### src/rtl/cssi_pkg.sv
package cssi_pkg;

  // Fault persistence before falling back to the other input.
  localparam int FALLBACK_TIME_MS = 2500;
  localparam int CLK_PERIOD_NS = 10;
  // Divide first, because the product in nanoseconds would overflow a 32-bit int.
  localparam int FALLBACK_CYCLES = FALLBACK_TIME_MS * (1000000 / CLK_PERIOD_NS);

  // Third summary register field positions.
  localparam int SUM_CTRL_BIT = 0;
  localparam int SUM_AUX_BIT = 1;
  localparam int SUM_INT_BIT = 2;

  // Controller live status field positions.
  localparam int CTL_WDG_BIT = 0;
  localparam int CTL_WALL_BIT = 1;
  localparam int CTL_USB_BIT = 2;
  localparam int CTL_BAT_BIT = 3;
  localparam int CTL_TEMP_BIT = 4;
  localparam int CTL_OSC_BIT = 5;
  localparam int CTL_EOC_BIT = 6;
  localparam int CTL_BOV_BIT = 7;
  localparam int CTL_SOV_BIT = 8;
  localparam int CTL_GATED_BIT = 9;
  localparam int CTL_WIDTH = 10;

  localparam logic [CTL_WIDTH-1:0] CTL_RESET = 10'h000;
  localparam logic [2:0] SUM_RESET = 3'h0;

  typedef enum logic {CSSI_SRC_USB, CSSI_SRC_WALL} cssi_src_t;

endpackage

### src/rtl/cssi_sync.sv
`timescale 1ns/1ps
module cssi_sync #(
  parameter int WIDTH = 1
) (
  // Clock and reset
  input wire logic clk,
  input wire logic srst,
  // Data
  input wire logic [WIDTH-1:0] din,
  output logic [WIDTH-1:0] dout
);

  logic [WIDTH-1:0] stage1;
  logic [WIDTH-1:0] next_stage1;
  logic [WIDTH-1:0] next_dout;

  always_comb begin
    next_stage1 = din;
    next_dout = stage1;
  end

  always_ff @(posedge clk) begin
    if (srst) begin
      stage1 <= '0;
      dout <= '0;
    end else begin
      stage1 <= next_stage1;
      dout <= next_dout;
    end
  end

endmodule

### src/rtl/cssi_top.sv
`timescale 1ns/1ps
// Notes on behaviour
// RULE_01: USB attach only above minimum input threshold.
// RULE_02: Port sense high means charging port; polarity selectable.
// RULE_03: Suspend bit gates charging, clearing resumes.
// RULE_04: Auxiliary charger enabled by driving low.
// RULE_05: Auxiliary charger pulls status low when operating.
// RULE_06: During power-on reset, pick the only present input.
// RULE_07: Both present, no port, no adapter: wall.
// RULE_08: Both present, port or adapter: USB.
// RULE_09: Fault lasting 2.5 s falls back once, never returns.
// RULE_10: Single charger fault ends only at watchdog.
// RULE_11: Host reads all three summary registers.
// RULE_12: Third summary holds controller, auxiliary, internal bits.
// RULE_13: Controller status is live, unlatched.
// RULE_14: Auxiliary status bit follows input level.
// RULE_15: Internal charger status latches, clears on read.
// RULE_16: Temperature out of window gates, raises interrupt.
// RULE_17: Watchdog expiry raises fault; host restarts charging.
// RULE_18: Wall and USB crossings interrupt both directions.
// RULE_19: Battery presence change interrupt when enabled.
// RULE_20: Temperature gating and flag when enabled.
// RULE_21: Charge complete and overvoltages only with power path.
// RULE_22: Oscillator failure raises controller interrupt.
// RULE_23: Every source maskable from the interrupt line.
// RULE_24: Interrupt low while any unmasked summary pending.
module cssi_top
  import cssi_pkg::*;
#(
  parameter int FALLBACK_COUNT = FALLBACK_CYCLES,
  parameter int INT_WIDTH = 8
) (
  // Clock and reset
  input wire logic clk,
  input wire logic srst,
  // Pin inputs from analog comparators and other parties
  input wire logic power_on_reset_n,
  input wire logic usb_above_min,
  input wire logic wall_input,
  input wire logic charge_port_sense_n,
  input wire logic adapter_resistance_a,
  input wire logic adapter_resistance_b,
  input wire logic adapter_resistance_c,
  input wire logic aux_charger_status_n,
  input wire logic charger_fault,
  input wire logic watchdog_expired,
  input wire logic battery_present,
  input wire logic battery_temp_out_of_window,
  input wire logic oscillator_failure,
  input wire logic charge_complete,
  input wire logic battery_overvoltage,
  input wire logic system_overvoltage,
  input wire logic [INT_WIDTH-1:0] internal_charger_event,
  // One-time-programmable configuration
  input wire logic port_sense_polarity,
  input wire logic temp_gating_enable,
  input wire logic presence_detect_enable,
  input wire logic power_path_config,
  // Host control
  input wire logic charge_suspend,
  input wire logic hw_control,
  input wire logic charge_enable,
  input wire logic [CTL_WIDTH-1:0] controller_mask,
  input wire logic aux_mask,
  input wire logic [INT_WIDTH-1:0] internal_mask,
  input wire logic internal_status_read,
  // Outputs to chargers
  output logic aux_charger_enable_n,
  output logic usb_charge_enable,
  output logic charge_gated,
  output logic selected_wall,
  // Status and interrupt
  output logic [CTL_WIDTH-1:0] controller_live_status,
  output logic aux_charger_live,
  output logic [INT_WIDTH-1:0] internal_charger_latched_status,
  output logic [2:0] irq_summary_third,
  output logic irq_n
);

  localparam int NPIN = 16;
  localparam int CW = $clog2(FALLBACK_COUNT + 1);
  localparam logic [CW-1:0] CNT_MAX = CW'(FALLBACK_COUNT);

  logic [NPIN-1:0] pin_raw;
  logic [NPIN-1:0] pin_s;
  logic [INT_WIDTH-1:0] ev_s;

  // The auxiliary status is inverted before the synchroniser, so that its cleared stages read as idle.
  // Otherwise the first cycles after reset would report a running auxiliary charger and a false interrupt.
  assign pin_raw = {power_on_reset_n, usb_above_min, wall_input, charge_port_sense_n,
                    adapter_resistance_a, adapter_resistance_b, adapter_resistance_c,
                    ~aux_charger_status_n, charger_fault, watchdog_expired, battery_present,
                    battery_temp_out_of_window, oscillator_failure, charge_complete,
                    battery_overvoltage, system_overvoltage};

  cssi_sync #(.WIDTH(NPIN)) u_sync_pins (
    .clk(clk),
    .srst(srst),
    .din(pin_raw),
    .dout(pin_s)
  );

  cssi_sync #(.WIDTH(INT_WIDTH)) u_sync_ev (
    .clk(clk),
    .srst(srst),
    .din(internal_charger_event),
    .dout(ev_s)
  );

  logic por_n_s;
  logic usb_s;
  logic wall_s;
  logic sense_n_s;
  logic rid_s;
  logic aux_stat_n_s;
  logic fault_s;
  logic wdg_s;
  logic bat_s;
  logic temp_s;
  logic osc_s;
  logic eoc_s;
  logic bov_s;
  logic sov_s;

  always_comb begin
    por_n_s = pin_s[15];
    usb_s = pin_s[14];
    wall_s = pin_s[13];
    sense_n_s = pin_s[12];
    rid_s = pin_s[11] | pin_s[10] | pin_s[9];
    aux_stat_n_s = ~pin_s[8];
    fault_s = pin_s[7];
    wdg_s = pin_s[6];
    bat_s = pin_s[5];
    temp_s = pin_s[4];
    osc_s = pin_s[3];
    eoc_s = pin_s[2];
    bov_s = pin_s[1];
    sov_s = pin_s[0];
  end

  // Source selection state.
  cssi_src_t src, next_src;
  logic fell_back, next_fell_back;
  logic [CW-1:0] fault_cnt, next_fault_cnt;
  logic terminated, next_terminated;
  logic usb_prev, next_usb_prev;
  logic wall_prev, next_wall_prev;
  logic bat_prev, next_bat_prev;
  logic temp_prev, next_temp_prev;
  logic [INT_WIDTH-1:0] int_stat, next_int_stat;
  logic usb_attached, port_found, both, gated;

  always_comb begin
    // RULE_01: attach above threshold.
    usb_attached = usb_s;
    // RULE_02: selectable port polarity.
    port_found = sense_n_s ^ port_sense_polarity;
    both = usb_attached & wall_s;
    next_src = src;
    next_fell_back = fell_back;
    next_fault_cnt = fault_cnt;
    next_terminated = terminated;
    if (!por_n_s) begin
      next_fell_back = 1'b0;
      next_fault_cnt = '0;
      next_terminated = 1'b0;
      // RULE_06: priority during power-on reset.
      if (usb_attached && !wall_s) begin
        next_src = CSSI_SRC_USB;
      end else if (wall_s && !usb_attached) begin
        next_src = CSSI_SRC_WALL;
      end else if (both) begin
        // RULE_07: wall by default.
        // RULE_08: USB when port or adapter.
        next_src = (port_found || rid_s) ? CSSI_SRC_USB : CSSI_SRC_WALL;
      end
    end
    // The count saturates, so a fault held far beyond the window cannot wrap.
    if (hw_control && fault_s) begin
      if (fault_cnt != CNT_MAX) begin
        next_fault_cnt = CW'(fault_cnt + 1'b1);
      end
    end else begin
      next_fault_cnt = '0;
    end
    // RULE_09: single fallback, no return.
    if (both && !fell_back && hw_control && fault_cnt == CNT_MAX) begin
      next_src = (src == CSSI_SRC_USB) ? CSSI_SRC_WALL : CSSI_SRC_USB;
      next_fell_back = 1'b1;
      next_fault_cnt = '0;
    end
    // RULE_10: lone charger ends at watchdog.
    if (!both && fault_s && wdg_s) begin
      next_terminated = 1'b1;
    end
    if (!fault_s && !wdg_s) begin
      next_terminated = 1'b0;
    end
    next_usb_prev = usb_attached;
    next_wall_prev = wall_s;
    next_bat_prev = bat_s;
    next_temp_prev = temp_s;
    // RULE_15: latch, set wins over read clear.
    next_int_stat = (internal_status_read ? '0 : int_stat) | ev_s;
  end

  always_ff @(posedge clk) begin
    if (srst) begin
      src <= CSSI_SRC_USB;
      fell_back <= 1'b0;
      fault_cnt <= '0;
      terminated <= 1'b0;
      usb_prev <= 1'b0;
      wall_prev <= 1'b0;
      bat_prev <= 1'b0;
      temp_prev <= 1'b0;
      int_stat <= '0;
    end else begin
      src <= next_src;
      fell_back <= next_fell_back;
      fault_cnt <= next_fault_cnt;
      terminated <= next_terminated;
      usb_prev <= next_usb_prev;
      wall_prev <= next_wall_prev;
      bat_prev <= next_bat_prev;
      temp_prev <= next_temp_prev;
      int_stat <= next_int_stat;
    end
  end

  // Output registers.
  logic [CTL_WIDTH-1:0] ctl, next_ctl;
  logic next_aux_en_n;
  logic next_usb_en;
  logic next_gated;
  logic next_sel_wall;
  logic next_aux_live;
  logic next_irq_n;
  logic [2:0] next_sum;
  logic [CTL_WIDTH-1:0] ctl_masked;

  always_comb begin
    // RULE_13: live status, unlatched.
    next_ctl = CTL_RESET;
    // RULE_17: watchdog fault source.
    next_ctl[CTL_WDG_BIT] = wdg_s;
    // RULE_18: crossings in either direction.
    next_ctl[CTL_WALL_BIT] = wall_s ^ wall_prev;
    next_ctl[CTL_USB_BIT] = usb_attached ^ usb_prev;
    // RULE_19: presence change when enabled.
    next_ctl[CTL_BAT_BIT] = presence_detect_enable & (bat_s ^ bat_prev);
    // RULE_20: temperature crossing when enabled.
    next_ctl[CTL_TEMP_BIT] = temp_gating_enable & (temp_s ^ temp_prev);
    // RULE_22: oscillator failure.
    next_ctl[CTL_OSC_BIT] = osc_s;
    // RULE_21: power path only.
    next_ctl[CTL_EOC_BIT] = power_path_config & eoc_s;
    next_ctl[CTL_BOV_BIT] = power_path_config & bov_s;
    next_ctl[CTL_SOV_BIT] = power_path_config & sov_s;
    // RULE_16: out-of-window gates charging.
    gated = (temp_gating_enable & temp_s) | charge_suspend | terminated | wdg_s;
    next_ctl[CTL_GATED_BIT] = temp_gating_enable & temp_s;
    next_sel_wall = (src == CSSI_SRC_WALL);
    // RULE_03: suspend gates without touching parameters.
    next_gated = gated;
    // RULE_04: active-low auxiliary enable.
    next_aux_en_n = !(charge_enable && next_sel_wall && wall_s && !gated);
    next_usb_en = charge_enable && !next_sel_wall && usb_attached && !gated;
    // RULE_14: live auxiliary status level.
    // The auxiliary part pulls its line low while it runs.
    next_aux_live = !aux_stat_n_s;
    // RULE_23: per-source masks.
    ctl_masked = ctl & ~controller_mask;
    // RULE_12: three charging summary bits.
    next_sum = SUM_RESET;
    next_sum[SUM_CTRL_BIT] = |ctl_masked;
    next_sum[SUM_AUX_BIT] = aux_charger_live & ~aux_mask;
    next_sum[SUM_INT_BIT] = |(int_stat & ~internal_mask);
    // RULE_24: line low while any summary pending.
    next_irq_n = ~|next_sum;
  end

  always_ff @(posedge clk) begin
    if (srst) begin
      ctl <= CTL_RESET;
      aux_charger_enable_n <= 1'b1;
      usb_charge_enable <= 1'b0;
      charge_gated <= 1'b0;
      selected_wall <= 1'b0;
      aux_charger_live <= 1'b0;
      irq_summary_third <= SUM_RESET;
      irq_n <= 1'b1;
    end else begin
      ctl <= next_ctl;
      aux_charger_enable_n <= next_aux_en_n;
      usb_charge_enable <= next_usb_en;
      charge_gated <= next_gated;
      selected_wall <= next_sel_wall;
      aux_charger_live <= next_aux_live;
      irq_summary_third <= next_sum;
      irq_n <= next_irq_n;
    end
  end

  assign controller_live_status = ctl;
  assign internal_charger_latched_status = int_stat;

endmodule

### config.mk
export PLATFORM = sky130hd
export DESIGN_NAME = cssi_top
export DESIGN_NICKNAME = d
export VERILOG_FILES = /design/src/rtl/cssi_pkg.sv /design/src/rtl/cssi_sync.sv /design/src/rtl/cssi_top.sv
export SDC_FILE = /design/constraint.sdc
export NUM_CORES = 1
export LEC_CHECK = 0
export ABC_AREA = 1
export BUFFER_PORTS_ARGS = -buffer_cell sky130_fd_sc_hd__buf_2
export CORE_MARGIN = 5
export CORE_UTILIZATION = 30
export DETAILED_ROUTE_END_ITERATION = 6
export PLACE_DENSITY = 0.51
export SYNTH_ARGS = -nofsm -noshare
export SYNTH_HDL_FRONTEND = slang
export SYNTH_SLANG_ARGS = --single-unit
### constraint.sdc
create_clock -name clk -period 2.36 [get_ports clk]
set_input_delay 0.118 -clock clk [delete_from_list [all_inputs] [get_ports clk]]
set_output_delay 0.118 -clock clk [all_outputs]
set_load 0.02 [all_outputs]
==> out/summary.txt <==
average vias per placed instance = 4.35
CP startpoint kind = register
Final min period = 1.69 ns
first-pass GRT wire length = 17,600 um
maximum vdd ir drop = 282 uV
area grow syn2layout = 26.1%
CTS tree = built
Cell Area, Synth = 4360 um^2
Longest Clk Path Bufs = 2
synthesis warning total = 0
relative slew slack = 62.4%
sequential power share = 52.7%
number of antenna violations at the first check in global routing = 0
DRC = 0
ys async rst share = 0%
number of I/O port buffers = 79
actual slew at the worst max-slew pin = 0.563 ns
initial drt markers = 136
vias = 3,878
ANT cells = 0
met2 usage = 20.8%
# clock sinks = 110
Layout fillers = 1,551
combinational share of power = 6.1%
CP max stage delay = 0.35 ns
pre-CTS setup slack = 0.674 ns
area share of the largest cell type after synthesis = 50.5%
Total Routed Length = 10,500 um
switching share of power = 24.5%
CP Max Fanout = 21
placed cells = 849
syn_area_per_cell = 7.32 um^2
final worst path period share = 71.7%
Power Dens Cells = 668 nW/um^2
layout cells sized above 1 = 15.7%
Clock Skew = 0.0104 ns
number of synthesized flops with an enable pin = 0
Cell Rows = 44
Layout Cells excl Fill = 891
most frequent cell after synthesis = nor2_1
post-synth cell types = 33
Core Area = 14,400 um^2
status = completed
unrepaired setup endpoints after global routing = no
GPL Wtd Cong = 0.897
Remaining Overflow, GRT = 0
worst skew pair latency = 0.36 ns
per-cell routed wire length = 11.7 um
Hold Violations, Final = 0
leading area contributor after synthesis = dfxtp_1
final setup fails = 0
post-DP HPWL = 7720 um
Slowest cell on crit path = dfxtp_1
Synthesized Nets = 651
critical path required time = 2.59 ns
max cap viols = 0
Initial Util = 30.2%
Post-Route Setup TNS = 0 ns
sequential cell area fraction in the yosys report = 50.5%
Leak = 2.30 nW
Die Y = 131 um
Syn Inst Count = 596
gr usage total = 13.0%
post-route setup slack = 0.668 ns
H-tree Lvls = 3
die area = 17,100 um^2
Top Usage Layer GRT = met2
Crit Path Class = reg -> reg
WP data arrival = 1.93 ns
Synth area leaders = dfxtp_1 (50%), nor2_1 (12%), inv_1 (10%)
Final #Nets = 757
max frequency = 0.591 GHz
root buffer cell = clkbuf_16
critical path, cell by cell = inv_1 -> ha_1 -> nand3_1 -> nand3b_1 -> inv_1 -> nand3_4 -> nand2_4 -> nor2_1
Clock transition at path regs = 0.08 ns
Post-DRT Antenna Nets = 0
Cell Int Power = 2.77 mW
largest net degree at the start of global routing = 58
Main synth FF type = dfxtp_1
met1 usage in global routing = 16.7%
Slew Viols, Final = 0
Synth top cells by count = nor2_1 (145), inv_1 (119), dfxtp_1 (110)
I/O Pins = 80
post_cts resized = 0
# Post-CTS Setup Buffers = 0
met3 usage = 3.33%
clock power share = 41.2%
drt first pass iters = 5
Seq cells post-synth = 110
Most Frequent Cell on Critical Path = inv_1
cts bufs inserted = 9
chip width = 131 um
Net Sw Power = 0.902 mW
vias in the first global route = 3,781
Setup crit end kind = register
Tightest Hold Check Type = in -> reg
registers in the layout, summed over array words and instances, names as in the netlist, 3 cells and up:
signal and cells:
u_sync_ev.next_dout 8, irq_summary_third 3, fault_cnt 28, u_sync_ev.dout 8, u_sync_pins.next_dout 16, controller_live_status 10, internal_charger_latched_status 8, u_sync_pins.dout 16
path summary, 6_finish.rpt:
path,start,to,slack (ns),cells past startpoint
setup / recovery,fault_cnt[0],fault_cnt[14],0.67,8
hold / removal,aux_mask,irq_summary_third[1],0.03,4
setup reg to reg,fault_cnt[0],fault_cnt[14],0.67,8
hold reg to reg,u_sync_pins.next_dout[7],u_sync_pins.dout[7],0.40,2
logic make-up after synthesis:
family	after synthesis	share of synthesized area (%)
AND/OR/NAND/NOR	298	29.7
buffers and inverters	130	11.6
AO/OA/AOI/OAI	49	6.28
flip-flops	110	50.5
XOR/XNOR	7	1.41
adder cells (fa/ha/maj)	2	0.573
through the flow:
| stage | utilization, % | instance area (um^2) | hold WS (ns) | total power, mW |
|---|---|---|---|---|
| 2_1_floorplan | - | 4360 | 0.185 | 2.09 |
| 3_3_place_gp | 34.2 | 4940 | 0.279 | 2.17 |
| 3_5_place_dp | 34.2 | 4940 | 0.287 | 2.18 |
| 4_1_cts | 38.2 | 5500 | 0.00820 | 3.73 |
| 5_1_grt | 38.2 | 5500 | 0.0355 | 3.84 |
| 6_report | 38.2 | 5500 | 0.0286 | 3.67 |
per-layer routing:
metal  vias to the layer above  part of all wire, %
met4                         0                  2.0
met1                      1740                   48
met3                        18                  5.9
li1                       2027                    -
met5                         -                    0
met2                        93                   44
worst max-delay path: cells and delay by family, from the launching register on:
family / cells / cell delay, ns
fa+ha+maj: 1 / 0.19
buf+inv: 2 / 0.30
simple gates: 5 / 0.72
flops: 1 / 0.35
power groups by stage:
stage	Sequential [mW]	Combinational (mW)	Clock, mW
after global routing	1.94	0.258	1.64
after detailed placement	1.98	0.195	0
after floorplan	2.00	0.0914	0
final	1.94	0.225	1.51
after CTS	1.94	0.228	1.56
after global placement	1.98	0.191	0
timing repair:
item,4_1_cts,5_1_grt
setup endpoints to repair,0,0
endpoints found under the hold margin,27,0
hold buffers,26,0
layout by cell type, fill, tap and decap left out, types with 4 or more instances in the layout:
cell	Yosys	final
nor2_1	145	145
inv_1	119	119
dfxtp_1	110	110
nand2_1	87	87
buf_2	1	79
nand3_1	28	28
a21oi_1	26	26
dlygate4sd3_1	0	26
nand4_1	12	12
o21ai_0	9	9
clkbuf_16	0	9
nor3_1	7	7
o22ai_1	6	6
nor2_4	5	5
nand2_2	4	4
xor2_1	4	4
layout make-up:
type                            count  area, um^2  share of cell area [%]
Timing Repair Buffer              106         663                    12.1
Clock buffer                        9         225                    4.09
Tap cell                          184         230                    4.18
Inverter                          119         447                    8.12
Sequential cell                   110        2200                    40.0
Multi-Input combinational cell    356        1660                    30.1
Clock inverter                      7        78.8                    1.43
(Power assumes the default switching activity.)
